[config.mk]
export PLATFORM = sky130hd
export DESIGN_NAME = dcf_fifo
export DESIGN_NICKNAME = d
export VERILOG_FILES = /design/src/logic/dcf_pkg.sv /design/src/logic/dcf_fifo.sv
export SDC_FILE = /design/constraint.sdc
export NUM_CORES = 1
export LEC_CHECK = 0
export BUFFER_PORTS_ARGS = -buffer_cell sky130_fd_sc_hd__buf_2
export CAP_MARGIN = 20
export CORE_ASPECT_RATIO = 0.7
export CORE_UTILIZATION = 50
export DETAILED_ROUTE_END_ITERATION = 8
export PLACE_DENSITY_LB_ADDON = 0.05
export SETUP_SLACK_MARGIN = 0.1
export SLEW_MARGIN = 20
export SYNTH_ARGS = -nofsm -noshare
export SYNTH_HDL_FRONTEND = slang
export SYNTH_SLANG_ARGS = --single-unit
[constraint.sdc]
create_clock -name CLK -period 3.4 [get_ports CLK]
set_input_delay 0.68 -clock CLK [delete_from_list [all_inputs] [get_ports CLK]]
set_output_delay 0.68 -clock CLK [all_outputs]
set_load 0.1 [all_outputs]
[src/logic/dcf_pkg.sv]
// Shared constants and types for the dual-port FIFO with offset flags
package dcf_pkg;

   // ***************************************************
   // Widths and sizes
   // ***************************************************
   localparam int DATA_W = 9;
   localparam int OFS_BYTE_W = 8;
   localparam int DEPTH_DEF = 64;
   localparam int BUF_DEPTH = 2;

   // ***************************************************
   // Values after reset
   // ***************************************************
   localparam logic [OFS_BYTE_W-1:0] OFS_LO_RST = 8'h07;
   localparam logic [OFS_BYTE_W-1:0] OFS_HI_RST = 8'h00;
   localparam logic [DATA_W-1:0] OUT_RST = 9'h000;
   localparam logic MODE_RST = 1'h0;

   // ***************************************************
   // Offset register sequence
   // ***************************************************
   typedef enum logic [1:0] {
      SEL_EMPTY_LO = 2'h0,
      SEL_EMPTY_HI = 2'h1,
      SEL_FULL_LO = 2'h2,
      SEL_FULL_HI = 2'h3
   } dcf_ofs_sel_t;

   // ***************************************************
   // Carriers
   // ***************************************************
   typedef struct packed {
      logic full_n;
      logic almost_full_n;
      logic almost_empty_n;
      logic empty_n;
   } dcf_flags_t;

   typedef struct packed {
      logic [OFS_BYTE_W-1:0] empty_lo;
      logic [OFS_BYTE_W-1:0] empty_hi;
      logic [OFS_BYTE_W-1:0] full_lo;
      logic [OFS_BYTE_W-1:0] full_hi;
   } dcf_offsets_t;

   localparam dcf_flags_t FLAGS_RST = 4'hc;
   localparam dcf_offsets_t OFS_RST =
      {OFS_LO_RST, OFS_HI_RST, OFS_LO_RST, OFS_HI_RST};

endpackage
[src/logic/dcf_fifo.sv]
// FIFO with full, empty and programmable almost flags on one clock
`timescale 1ns/1ns

// ***************************************************
// Two-entry buffer
// ***************************************************
module dcf_skid_buf #(
   parameter int W = 9,
   parameter int N = 2
) (
   // Clock and reset
   input logic clk,
   input logic rst,
   // Filling side
   input logic in_valid,
   output logic in_ready,
   input logic [W-1:0] in_data,
   // Draining side
   output logic out_valid,
   input logic out_ready,
   output logic [W-1:0] out_data
);
   localparam int PW = (N > 1) ? $clog2(N) : 1;
   localparam int CW = $clog2(N + 1);
   logic [W-1:0] mem_reg [N];
   logic [PW-1:0] wp_reg;
   logic [PW-1:0] rp_reg;
   logic [CW-1:0] cnt_reg;
   logic push;
   logic pop;

   // Handshake terms straight from the count
   assign in_ready = cnt_reg != CW'(N);
   assign out_valid = cnt_reg != '0;
   assign out_data = mem_reg[rp_reg];
   assign push = in_valid && in_ready;
   assign pop = out_valid && out_ready;

   // Storage needs no reset; count guards it
   always_ff @(posedge clk) begin
      if (push) begin
         mem_reg[wp_reg] <= in_data;
      end
   end

   // Pointers wrap at N so any depth works
   always_ff @(posedge clk) begin
      if (rst) begin
         wp_reg <= '0;
         rp_reg <= '0;
      end else begin
         if (push) begin
            wp_reg <= (wp_reg == PW'(N - 1)) ? '0 : wp_reg + 1'h1;
         end
         if (pop) begin
            rp_reg <= (rp_reg == PW'(N - 1)) ? '0 : rp_reg + 1'h1;
         end
      end
   end

   // Occupancy
   always_ff @(posedge clk) begin
      if (rst) begin
         cnt_reg <= '0;
      end else if (push && !pop) begin
         cnt_reg <= cnt_reg + 1'h1;
      end else if (pop && !push) begin
         cnt_reg <= cnt_reg - 1'h1;
      end
   end
endmodule // dcf_skid_buf

// ***************************************************
// Top level
// ***************************************************
module dcf_fifo #(
   parameter int DEPTH = dcf_pkg::DEPTH_DEF
) (
   // Clock and reset
   input logic CLK,
   input logic SYS_RST,
   // Write port
   input logic [dcf_pkg::DATA_W-1:0] WRITE_DATA,
   input logic WRITE_ENABLE_PRIMARY_N,
   input logic WRITE_ENABLE_SECONDARY_OR_LOAD,
   // Read port
   input logic READ_ENABLE_A_N,
   input logic READ_ENABLE_B_N,
   input logic OUTPUT_ENABLE_N,
   output logic [dcf_pkg::DATA_W-1:0] READ_DATA,
   output logic READ_DATA_OE,
   // Status
   output dcf_pkg::dcf_flags_t STATUS_FLAGS
);
   import dcf_pkg::*;

   localparam int AW = $clog2(DEPTH);
   localparam int CW = AW + 1;
   localparam logic [CW-1:0] DEPTH_C = CW'(DEPTH);

   logic [DATA_W-1:0] store_reg [DEPTH];
   logic [AW-1:0] wp_reg;
   logic [AW-1:0] rp_reg;
   logic [CW-1:0] mem_cnt_reg;
   logic [CW-1:0] total_reg;
   logic [CW-1:0] total_next;
   logic mode_dual_reg;
   dcf_ofs_sel_t ofs_sel_reg;
   dcf_ofs_sel_t ofs_sel_next;
   dcf_offsets_t ofs_reg;
   dcf_flags_t flags_reg;
   logic [DATA_W-1:0] out_reg;
   logic [OFS_BYTE_W-1:0] ofs_byte;
   logic [15:0] empty_word;
   logic [15:0] full_word;
   logic [CW-1:0] n_ofs;
   logic [CW-1:0] af_thr;
   logic offset_load_n;
   logic load_active;
   logic wr_req;
   logic rd_req;
   logic fifo_wr;
   logic ofs_wr;
   logic ofs_rd;
   logic mem_pop;
   logic buf_in_ready;
   logic buf_out_valid;
   logic buf_out_ready;
   logic buf_pop;
   logic [DATA_W-1:0] buf_out_data;

   // ***************************************************
   // Request decode
   // ***************************************************
   // Second pin doubles as load control in flag mode
   assign offset_load_n = WRITE_ENABLE_SECONDARY_OR_LOAD;
   assign load_active = !mode_dual_reg && !offset_load_n;
   // Both modes need the pin high for a data write
   assign wr_req = !WRITE_ENABLE_PRIMARY_N
      && WRITE_ENABLE_SECONDARY_OR_LOAD;
   assign fifo_wr = wr_req && flags_reg.full_n;
   assign rd_req = !READ_ENABLE_A_N && !READ_ENABLE_B_N;
   assign ofs_wr = load_active && !WRITE_ENABLE_PRIMARY_N;
   // Write wins if both arrive; the read is dropped
   assign ofs_rd = load_active && rd_req && !ofs_wr;
   assign buf_out_ready = rd_req && !load_active;
   assign buf_pop = buf_out_valid && buf_out_ready;
   assign mem_pop = (mem_cnt_reg != '0) && buf_in_ready;

   // Mode is caught on every reset cycle, held after
   always_ff @(posedge CLK) begin
      if (SYS_RST) begin
         mode_dual_reg <= WRITE_ENABLE_SECONDARY_OR_LOAD;
      end
   end

   // ***************************************************
   // Storage and pointers
   // ***************************************************
   // Power-of-two depth lets the pointers wrap freely
   always_ff @(posedge CLK) begin
      if (fifo_wr) begin
         store_reg[wp_reg] <= WRITE_DATA;
      end
   end

   // Both pointers share CLK, so no crossing is needed
   always_ff @(posedge CLK) begin
      if (SYS_RST) begin
         wp_reg <= '0;
         rp_reg <= '0;
      end else begin
         if (fifo_wr) begin
            wp_reg <= wp_reg + 1'h1;
         end
         if (mem_pop) begin
            rp_reg <= rp_reg + 1'h1;
         end
      end
   end

   // Words still in storage, not yet in the buffer
   always_ff @(posedge CLK) begin
      if (SYS_RST) begin
         mem_cnt_reg <= '0;
      end else if (fifo_wr && !mem_pop) begin
         mem_cnt_reg <= mem_cnt_reg + 1'h1;
      end else if (mem_pop && !fifo_wr) begin
         mem_cnt_reg <= mem_cnt_reg - 1'h1;
      end
   end

   // Buffer ready stalls the prefetch, so no word drops
   dcf_skid_buf #(
      .W(DATA_W),
      .N(BUF_DEPTH)
   ) u_buf (
      .clk(CLK),
      .rst(SYS_RST),
      .in_valid(mem_pop),
      .in_ready(buf_in_ready),
      .in_data(store_reg[rp_reg]),
      .out_valid(buf_out_valid),
      .out_ready(buf_out_ready),
      .out_data(buf_out_data)
   );

   // ***************************************************
   // Word count and flags
   // ***************************************************
   // Count covers storage and buffer together
   always_comb begin
      total_next = total_reg;
      if (fifo_wr && !buf_pop) begin
         total_next = total_reg + 1'h1;
      end else if (buf_pop && !fifo_wr) begin
         total_next = total_reg - 1'h1;
      end
   end

   // Offsets trimmed to the address width of DEPTH
   assign empty_word = {ofs_reg.empty_hi, ofs_reg.empty_lo};
   assign full_word = {ofs_reg.full_hi, ofs_reg.full_lo};
   assign n_ofs = {1'h0, empty_word[AW-1:0]};
   assign af_thr = DEPTH_C - {1'h0, full_word[AW-1:0]};

   always_ff @(posedge CLK) begin
      if (SYS_RST) begin
         total_reg <= '0;
      end else begin
         total_reg <= total_next;
      end
   end

   // Flags registered on the same edge as the access
   always_ff @(posedge CLK) begin
      if (SYS_RST) begin
         flags_reg <= FLAGS_RST;
      end else begin
         flags_reg.full_n <= total_next != DEPTH_C;
         flags_reg.almost_full_n <= total_next < af_thr;
         flags_reg.almost_empty_n <= total_next > n_ofs;
         flags_reg.empty_n <= total_next != '0;
      end
   end

   // Empty follows the buffer: a word is readable only there
   assign STATUS_FLAGS = {flags_reg.full_n, flags_reg.almost_full_n,
      flags_reg.almost_empty_n, buf_out_valid};

   // ***************************************************
   // Offset registers
   // ***************************************************
   always_comb begin
      case (ofs_sel_reg)
         SEL_EMPTY_LO: ofs_sel_next = SEL_EMPTY_HI;
         SEL_EMPTY_HI: ofs_sel_next = SEL_FULL_LO;
         SEL_FULL_LO: ofs_sel_next = SEL_FULL_HI;
         default: ofs_sel_next = SEL_EMPTY_LO;
      endcase
   end

   // Position survives the load pin going high
   always_ff @(posedge CLK) begin
      if (SYS_RST) begin
         ofs_sel_reg <= SEL_EMPTY_LO;
      end else if (ofs_wr || ofs_rd) begin
         ofs_sel_reg <= ofs_sel_next;
      end
   end

   always_ff @(posedge CLK) begin
      if (SYS_RST) begin
         ofs_reg <= OFS_RST;
      end else if (ofs_wr) begin
         case (ofs_sel_reg)
            SEL_EMPTY_LO: ofs_reg.empty_lo <= WRITE_DATA[7:0];
            SEL_EMPTY_HI: ofs_reg.empty_hi <= WRITE_DATA[7:0];
            SEL_FULL_LO: ofs_reg.full_lo <= WRITE_DATA[7:0];
            default: ofs_reg.full_hi <= WRITE_DATA[7:0];
         endcase
      end
   end

   always_comb begin
      case (ofs_sel_reg)
         SEL_EMPTY_LO: ofs_byte = ofs_reg.empty_lo;
         SEL_EMPTY_HI: ofs_byte = ofs_reg.empty_hi;
         SEL_FULL_LO: ofs_byte = ofs_reg.full_lo;
         default: ofs_byte = ofs_reg.full_hi;
      endcase
   end

   // ***************************************************
   // Output register and bus
   // ***************************************************
   always_ff @(posedge CLK) begin
      if (SYS_RST) begin
         out_reg <= OUT_RST;
      end else if (ofs_rd) begin
         out_reg <= {1'h0, ofs_byte};
      end else if (buf_pop) begin
         out_reg <= buf_out_data;
      end
   end

   // Pin driver resolves the wire from the enable
   assign READ_DATA = out_reg;
   assign READ_DATA_OE = !OUTPUT_ENABLE_N;

   // ***************************************************
   // Assertions
   // ***************************************************
   property p_reset_flags;
      @(posedge CLK) SYS_RST |=> STATUS_FLAGS == FLAGS_RST;
   endproperty
   a_reset_flags: assert property (p_reset_flags)
      else $error("flags wrong after reset");

   property p_reset_ptr;
      @(posedge CLK) SYS_RST |=> wp_reg == '0 && rp_reg == '0
         && total_reg == '0;
   endproperty
   a_reset_ptr: assert property (p_reset_ptr)
      else $error("pointers not cleared by reset");

   property p_reset_regs;
      @(posedge CLK) SYS_RST |=> out_reg == OUT_RST && ofs_reg == OFS_RST;
   endproperty
   a_reset_regs: assert property (p_reset_regs)
      else $error("output or offsets not restored");

   property p_full_block;
      @(posedge CLK) disable iff (SYS_RST)
      (!STATUS_FLAGS.full_n && !buf_pop) |=> $stable(total_reg);
   endproperty
   a_full_block: assert property (p_full_block)
      else $error("write taken while full");

   property p_full_depth;
      @(posedge CLK) disable iff (SYS_RST)
      STATUS_FLAGS.full_n == (total_reg != DEPTH_C);
   endproperty
   a_full_depth: assert property (p_full_depth)
      else $error("full flag disagrees with count");

   property p_empty_hold;
      @(posedge CLK) disable iff (SYS_RST)
      (!STATUS_FLAGS.empty_n && !ofs_rd) |=> $stable(out_reg);
   endproperty
   a_empty_hold: assert property (p_empty_hold)
      else $error("read taken while empty");

   property p_read_move;
      @(posedge CLK) disable iff (SYS_RST)
      buf_pop |=> out_reg == $past(buf_out_data);
   endproperty
   a_read_move: assert property (p_read_move)
      else $error("read did not load output");

   property p_almost_empty;
      @(posedge CLK) disable iff (SYS_RST)
      ##1 STATUS_FLAGS.almost_empty_n == (total_reg > $past(n_ofs));
   endproperty
   a_almost_empty: assert property (p_almost_empty)
      else $error("almost-empty flag wrong");

   property p_almost_full;
      @(posedge CLK) disable iff (SYS_RST)
      ##1 STATUS_FLAGS.almost_full_n == (total_reg < $past(af_thr));
   endproperty
   a_almost_full: assert property (p_almost_full)
      else $error("almost-full flag wrong");

   property p_ofs_wrap;
      @(posedge CLK) disable iff (SYS_RST)
      (ofs_wr && ofs_sel_reg == SEL_FULL_HI) |=> ofs_sel_reg == SEL_EMPTY_LO;
   endproperty
   a_ofs_wrap: assert property (p_ofs_wrap)
      else $error("offset sequence did not wrap");

   property p_dual_gate;
      @(posedge CLK) disable iff (SYS_RST)
      (mode_dual_reg && !WRITE_ENABLE_SECONDARY_OR_LOAD) |=>
         wp_reg == $past(wp_reg);
   endproperty
   a_dual_gate: assert property (p_dual_gate)
      else $error("write with second enable low");

   // A zero count must never show a readable word
   property p_empty_count;
      @(posedge CLK) disable iff (SYS_RST)
      !flags_reg.empty_n |-> !STATUS_FLAGS.empty_n;
   endproperty
   a_empty_count: assert property (p_empty_count)
      else $error("empty flag high with no words stored");
endmodule // dcf_fifo

==> results of run 1 <==
## cell families (layout without fill, tap and decap cells)
family	after synthesis	in the layout	synth area share, %
flops	678	678	72.8
simple gates	288	288	4.65
mux	193	193	15.6
compound gates	124	124	2.84
buf+inv	100	280	1.68
xor+xnor	31	31	1.07
fa+ha+maj	28	28	1.33
## worst reg2reg max path, cell delays in order (launching register included)
cell and delay [ns]:
dfxtp_4 0.59, buf_12 0.25, buf_12 0.17, mux4_2 0.56, mux4_2 0.53, o22ai_1 0.41
nor2_1 0.11
## path summary, 6_finish.rpt
check | start | end
max | flip-flop | u_buf.mem_reg[1][4]$_DFFE_PP_
min | WRITE_ENABLE_SECONDARY_OR_LOAD | mode_dual_reg$_DFFE_PP_
max reg2reg | flip-flop | u_buf.mem_reg[1][4]$_DFFE_PP_
min reg2reg | full_word[7]$_SDFFE_PP0P_ | full_word[7]$_SDFFE_PP0P_
## metrics by stage
step | setup WS (ns) | hold slack (ns) | std cells | area, um^2
after floorplan | 0.136 | 0.436 | 1442 | 26800
after global placement | 0.152 | 0.442 | 2186 | 28400
after detailed placement | 0.0574 | 0.451 | 2186 | 28400
after CTS | 0.500 | 0.290 | 2306 | 30600
after global routing | 0.246 | 0.298 | 2306 | 30600
final | 0.520 | 0.328 | 2306 | 30600
## power breakdown
part	switching [W]	internal (W)	leakage (nW)
Combinational	0.00257	0.00234	2.74
Clock	0.00308	0.00426	1.05
Sequential	0.000244	0.00935	6.04
Total	0.00589	0.0159	9.83
## area by class of cell
type | count | area (um^2) | share of cell area (%)
Clock buffer | 84 | 1830 | 5.97
Clock inverter | 36 | 323 | 1.05
Inverter | 23 | 86.3 | 0.282
Multi-Input combinational cell | 664 | 6830 | 22.3
Sequential cell | 678 | 19500 | 63.8
Tap cell | 684 | 856 | 2.80
Timing Repair Buffer | 137 | 1140 | 3.72
## per-layer routing
layer / vias up / GRT usage [%]
met5: - / 0
met4: 0 / 6.41
met3: 88 / 4.57
met2: 460 / 32.8
met1: 7169 / 37.3
li1: 6011 / -
## cell usage in the layout (no fill, tap or decap), types with 3 or more instances in the layout
cell	count
and4_1	3
or2_2	3
buf_2	26
xor2_1	16
a21oi_1	55
clkbuf_1	13
mux4_2	180
or3_1	4
xnor2_1	13
nor2b_1	4
ha_1	26
bufinv_16	6
nand2_1	110
clkbuf_16	71
clkinv_1	16
o21ai_0	15
buf_4	97
o211ai_1	13
nand3b_1	4
mux2i_1	13
nand4_1	8
a222oi_1	8
and2_1	8
nor2_1	111
and3_1	3
inv_1	23
clkinv_2	10
edfxtp_1	595
dfxtp_1	79
buf_12	14
nand3_1	13
a41oi_1	3
o22ai_1	18
nor3_1	7
==> impl_metrics.toml, run 1 <==
[outcome]
run_status = "finished, final reports clean"

[cts]
ctsHoldBuffers = 0
path_clk_slew_ns = 0.06
post_cts_buffers = 0
clkLatencyLatePin_ns = 0.60
cts_tree = "built"
cts_buffer_depth = 3
ctsResizeCount = 0
cts.sinks = 678
cts_made_buffers = 67
htreeDepth = 3
root_buffer = "clkbuf_16"

[placed_design]
gp_congestion = 0.862
hpwl_um = 38800
io_buffers = 29

[flow_run]
maxCapViolCount = 0

[final_layout]
largest_register_ff_count = 576
final.fill_count = 3925
post-route-util_pct = 58.2
nNetsFinal = 1614
drive_above_1_share_pct = 26.0
area_growth_pct = 14.1
diodes = 0

[floorplan]
core.rowCount = 70
start_util_pct = 51.0
die_h_um = 196
io_pins = 30
die_area_um2 = 54600
dieWidth_um = 279
design.core.area_um2 = 52600

[yosys]
ys.flop_type = "edfxtp_1"
syn-num-nets = 1485
synthMostInstantiatedCell = "edfxtp_1"
synth_top_area_cell = "edfxtp_1"
ys_async_sr_fraction_pct = 0
seq_area_frac_synth_pct = 72.8
ys_ff_latch = 678
syn_avg_cell_area_um2 = 18.6
yosysWarnings = 0
ys_types = 50
synth_cells = 1442
synth_top_area_share_pct = 66.6
synthTopCellsByArea = "edfxtp_1, mux4_2, dfxtp_1"
synth_commonest_cells = "edfxtp_1, mux4_2, nor2_1"
syn-cell-area_um2 = 26800
synth-edff-count = 595

[detailed_routing]
vias = 13728
drc = 0
met3_length_um = 4100
drtIter0Drc = 1329
postRouteAntennaNets = 0
dr.pass1.iters = 5
viasPerCell = 5.95
wl_per_cell_um = 26.8
routed_wl_um = 61900
wl_met2_um = 26800
wl_met1_um = 29600
topRoutingLayerUsed = "met4"

[hold_path]
whs_path_depth = 1
holdCritPathClass = "in2reg"

[pwr]
p_leak_nw = 9.83
finalPower_w = 0.0218
power_density_nw_per_um2 = 714
vdd_ir_drop_max_v = 0.000401

[global_route]
grt_max_degree = 69
grt_pass1_vias = 13537
track_usage_pct = 23.4
grt_overflow_total = 0
antenna_found_initial = 1
grt_pass1_wl_um = 91200

[worst_setup_path]
rr_worst_depth = 6
crit_path_start_kind = "flip-flop"
required_ns = 3.71
worstSetupEndpointType = "flip-flop"
slowest_delay_ns = 0.59
path_class = "reg2reg"
cp_num_buf_inv = 2
arrival_ns = 3.19
cpLargestDelayFamily = "multiplexers"
path_cells = "buf_12 > buf_12 > mux4_2 > mux4_2 > o22ai_1 > nor2_1"
crit_fanout = 15
rrSetupSlack_ns = 0.52
crit_slowest_cell = "dfxtp_4"
path_depth = 6

[timing]
setup_viol = 0
period_needed_ns = 2.88
max_freq_mhz = 347
fin_worst_skew_ns = 0.0294
maxSlewViolCount = 0
worst_pin_slew_ns = 1.13
rsz0062_at_grt = "no"
hold_viol = 0
slew_headroom_pct = 24.7
fin_crit_sh_pct = 84.7
timing.setup.tns_ns = 0
Power figures use the tool's default switching activity.
==> run 2: changes to the inputs <==
==> constraint.sdc (replaced) <==
create_clock -name CLK -period 2.5 [get_ports CLK]
set_input_delay 0.5 -clock CLK [delete_from_list [all_inputs] [get_ports CLK]]
set_output_delay 0.5 -clock CLK [all_outputs]
set_load 0.1 [all_outputs]
==> impl_metrics.toml, run 2 (same netlist as run 1, synthesis figures left out) <==
[outcome]
run_status = "finished with violations"
violations = "setup timing"

[worst_setup_path]
crit_path_start_kind = "flip-flop"
required_ns = 3.03
worstSetupEndpointType = "flip-flop"
crit_fanout = 4
arrival_ns = 3.09
path_class = "reg2reg"

[floorplan]
core.rowCount = 70
die_h_um = 196
die_area_um2 = 54600
design.core.area_um2 = 52600
io_pins = 30
dieWidth_um = 279
start_util_pct = 51.0

[timing]
post-route-worst-setup-slack_ns = -0.0574
fin_worst_skew_ns = 0.0140
max_freq_mhz = 391
period_needed_ns = 2.56
setup_viol = 14
fin_crit_sh_pct = 102
hold_viol = 0
slew_headroom_pct = 57.9
rsz0062_at_grt = "yes"
maxSlewViolCount = 0
worst_pin_slew_ns = 0.631

[global_route]
top_usage_layer = "met1"
use_met1_pct = 36.4
grt_pass1_wl_um = 93900
use_met3_pct = 5.62
track_usage_pct = 24.0
gr-usage-met2_pct = 35.1
grt_max_degree = 69
grt_overflow_total = 0
antenna_found_initial = 0
grt_pass1_vias = 14167

[detailed_routing]
dr.pass1.iters = 8
routed_wl_um = 63700
viasPerCell = 5.87
wl_per_cell_um = 26.3
postRouteAntennaNets = 0
drc = 0
vias = 14215
drtIter0Drc = 1443

[cts]
clkLatencyLatePin_ns = 0.60
ctsHoldBuffers = 0
cts_made_buffers = 66
cts_buffer_depth = 3
path_clk_slew_ns = 0.06
root_buffer = "clkbuf_16"
htreeDepth = 3
cts.sinks = 678
cts_tree = "built"

[final_layout]
post-route-util_pct = 61.6
nNetsFinal = 1731
largest_register_ff_count = 576
final_common_cell = "edfxtp_1"
diodes = 0
multiInputGateArea_um2 = 7260
layout_common_cells = "edfxtp_1, mux4_2, buf_4, nand2_1, nor2_1"
ff_latch_area_um2 = 19500
drive_above_1_share_pct = 34.6
area_growth_pct = 20.8
final.fill_count = 3776

[placed_design]
dpl_worst_slack_ns = -0.386
hpwl_um = 39900
io_buffers = 29
gp_congestion = 0.827

[hold_path]
holdCritPathClass = "in2reg"

[pwr]
vdd_ir_drop_max_v = 0.000498
power_density_nw_per_um2 = 971
p_leak_nw = 10.6

[flow_run]
maxCapViolCount = 0
## run 2: area by class of cell
class / instances / share of cell area [%]
Clock inverter: 28 / 0.711
Timing Repair Buffer: 255 / 7.83
Sequential cell: 678 / 60.4
Tap cell: 684 / 2.64
Clock buffer: 90 / 5.77
Multi-Input combinational cell: 664 / 22.4
Inverter: 23 / 0.274
## run 2: routing by layer
layer	wire (um)	vias up
met4	1190	0
met2	28800	427
met5	0	-
met1	29400	7451
li1	-	6256
met3	4260	81
## run 2: per-stage QoR
stage                     setup TNS, ns  hold slack (ns)  power, W  cell area (um^2)  instances
after CTS                        -0.204            0.151    0.0315             32200       2415
after global placement            -1.27            0.441    0.0205             29200       2263
after global routing              -1.24            0.173    0.0326             32400       2422
after floorplan                  -0.448            0.436    0.0178             26900       1442
final                            -0.223            0.178    0.0314             32400       2422
after detailed placement          -1.48            0.451    0.0206             29200       2263
## run 2: worst max-delay path, stage by stage (launching register included)
cell	delay [ns]
dfxtp_2	0.33
nor4_4	0.29
a21oi_2	0.10
inv_2	0.09
ha_4	0.15
inv_4	0.05
fa_2	0.35
a21oi_2	0.14
o21bai_1	0.10
a21o_1	0.18
a21oi_2	0.17
xnor2_1	0.10
or3_1	0.32
a21oi_2	0.12
## run 2: repair_timing
action | in CTS | in global routing
resized for setup | 72 | 30
gates cloned | 10 | 0
endpoints found under the setup margin | 23 | 23
pin swaps | 27 | 20
buffers inserted | 24 | 7
## run 2: path summary, 6_finish.rpt
kind                            slack [ns]  depth (start not counted)                   startpoint                           to
worst max register to register       -0.06                         13  mem_cnt_reg[2]$_SDFFE_PP0P_  mem_cnt_reg[6]$_SDFFE_PP0P_
worst min-delay path                  0.18                          1                WRITE_DATA[0]   store_reg[61][0]$_DFFE_PP_
worst max-delay path                 -0.06                         13  mem_cnt_reg[2]$_SDFFE_PP0P_  mem_cnt_reg[6]$_SDFFE_PP0P_
worst min register to register        0.46                          2   empty_word[6]$_SDFFE_PP0P_   empty_word[6]$_SDFFE_PP0P_
## run 2: report_power, final
group,switching (W),internal [W],total (W)
combinational,0.00415,0.00458,0.00873
clock,0.00411,0.00565,0.00976
sequential,0.000236,0.0127,0.0129
==> run 3: changes to the inputs <==
--- a/config.mk
+++ b/config.mk
@@ -8,9 +8,9 @@
 export BUFFER_PORTS_ARGS = -buffer_cell sky130_fd_sc_hd__buf_2
 export CAP_MARGIN = 20
 export CORE_ASPECT_RATIO = 0.7
-export CORE_UTILIZATION = 50
+export CORE_UTILIZATION = 57
 export DETAILED_ROUTE_END_ITERATION = 8
-export PLACE_DENSITY_LB_ADDON = 0.05
+export PLACE_DENSITY_LB_ADDON = 0.12
 export SETUP_SLACK_MARGIN = 0.1
 export SLEW_MARGIN = 20
 export SYNTH_ARGS = -nofsm -noshare
==> impl_metrics.toml, run 3 (same netlist as run 1, synthesis figures left out) <==
[pwr]
p_leak_nw = 10.5
vdd_ir_drop_max_v = 0.000687
seq_power_share_pct = 42.7
p_switching_w = 0.00824
power_density_nw_per_um2 = 948
switching_share_pct = 27.2
p_int_w = 0.0221
comb_power_share_pct = 26.5
p_clk_share_pct = 30.8

[detailed_routing]
routed_wl_um = 61300
drc = 0
postRouteAntennaNets = 0
dr.pass1.iters = 8
wl_per_cell_um = 26.2
viasPerCell = 6.12
vias = 14344
drtIter0Drc = 1738

[worst_setup_path]
cpMostUsedCell = "buf_4"
cpLargestDelayFamily = "compound AO/OA/AOI/OAI gates"
worstSetupEndpointType = "flip-flop"
rrSetupSlack_ns = -0.06
crit_path_start_kind = "flip-flop"
rr_worst_depth = 13
path_class = "reg2reg"
cp_num_buf_inv = 3
path_cells = "or2_4 > buf_4 > a21oi_4 > nand4_1 > o21ai_2 > xnor2_2 > inv_2 > buf_4 > ha_4 > and4_4 > a21oi_2 > a21oi_1 > a41oi_1"
reg2reg_to = "STATUS_FLAGS[2]$_SDFF_PP1_"
arrival_ns = 3.02
crit_slowest_cell = "dfxtp_2"
r2r-start = "u_buf.cnt_reg[0]$_SDFFE_PP0P_"
crit_fanout = 5
required_ns = 2.96
slowest_delay_ns = 0.33

[cts]
htreeDepth = 2
cts_made_buffers = 60
root_buffer = "clkbuf_16"
cts_tree = "built"
cts_buffer_depth = 3
cts.sinks = 678
ctsHoldBuffers = 0
clkLatencyLatePin_ns = 0.62
path_clk_slew_ns = 0.07

[global_route]
track_usage_pct = 26.0
grt_pass1_wl_um = 89900
grt_max_degree = 69
antenna_found_initial = 2
grt_pass1_vias = 13890
grt_overflow_total = 0

[placed_design]
hpwl_um = 38300
io_buffers = 29
placed_area_um2 = 29200
gp_congestion = 0.878

[timing]
maxSlewViolCount = 0
timing.setup.tns_ns = -0.0671
post-route-worst-setup-slack_ns = -0.0601
worst_pin_slew_ns = 0.829
hold_viol = 0
fin_worst_skew_ns = 0.0256
rsz0062_at_grt = "yes"
max_freq_mhz = 391
hold_slack_ns = 0.185
setup_viol = 3
fin_crit_sh_pct = 102
period_needed_ns = 2.56
slew_headroom_pct = 44.8

[floorplan]
start_util_pct = 57.8
dieWidth_um = 261
design.core.area_um2 = 46400
io_pins = 30
core.rowCount = 66
die_area_um2 = 47900
die_h_um = 183

[outcome]
run_status = "finished with violations"
violations = "setup timing"

[final_layout]
largest_register_ff_count = 576
area_growth_pct = 19.2
nNetsFinal = 1721
post-route-util_pct = 68.9
final_common_cell = "edfxtp_1"
drive_above_1_share_pct = 34.9
layout_common_cells = "edfxtp_1, mux4_2, buf_4, nand2_1, nor2_1"
design_area_um2 = 32000

[hold_path]
min_to = "store_reg[61][2]$_DFFE_PP_"
holdCritPathClass = "in2reg"
whs_path_depth = 1
hp-start = "WRITE_DATA[2]"

[flow_run]
maxCapViolCount = 0
-- run 3: final cells by class --
cell class	count	area (um^2)
clock buffer	72	1620
multi-input combinational	664	7260
timing repair buffer	251	2280
fill	2980	14400
antenna	3	7.51
clock inverter	41	395
tap	612	766
sequential	678	19600
inverter	23	88.8
-- run 3: power groups by stage --
stage	Combinational (W)	Sequential [W]	Clock [W]
after floorplan	0.00458	0.0133	0
after global placement	0.00711	0.0131	0
after detailed placement	0.00721	0.0131	0
after CTS	0.00756	0.0129	0.00951
after global routing	0.00854	0.0130	0.00993
final	0.00804	0.0129	0.00934
-- run 3: how the worst max path moves through the flow --
stage                                               from                             to  depth (start not counted)
after floorplan               STATUS_FLAGS[3]$_SDFF_PP1_    mem_cnt_reg[6]$_SDFFE_PP0P_                         13
after global placement    WRITE_ENABLE_SECONDARY_OR_LOAD     STATUS_FLAGS[1]$_SDFF_PP0_                         13
after detailed placement          WRITE_ENABLE_PRIMARY_N     STATUS_FLAGS[1]$_SDFF_PP0_                         13
after CTS                                      flip-flop  u_buf.mem_reg[0][1]$_DFFE_PP_                          6
after global routing       u_buf.cnt_reg[0]$_SDFFE_PP0P_     STATUS_FLAGS[2]$_SDFF_PP1_                         13
final                      u_buf.cnt_reg[0]$_SDFFE_PP0P_     STATUS_FLAGS[2]$_SDFF_PP1_                         13
-- run 3: repair_timing --
action                     CTS  global route
setup endpoints to repair   22            22
setup buffers               13            12
resized for setup           51            37
cloned                       0             3
pin swaps                   25            26
-- run 3: per-stage QoR --
step	power (W)	cells	worst slack, ns
2_1_floorplan	0.0178	1442	-0.194
3_3_place_gp	0.0202	2200	-0.302
3_5_place_dp	0.0204	2200	-0.385
4_1_cts	0.0300	2326	0.00738
5_1_grt	0.0314	2341	-0.158
6_report	0.0303	2344	-0.0601
-- run 3: routing by layer --
metal	vias up	share of wire (%)	global-route usage, %
met2	584	46	38.2
met3	79	8.5	4.78
met4	0	1.7	5.44
li1	6244	-	-
met5	-	0	0
met1	7437	44	41.0
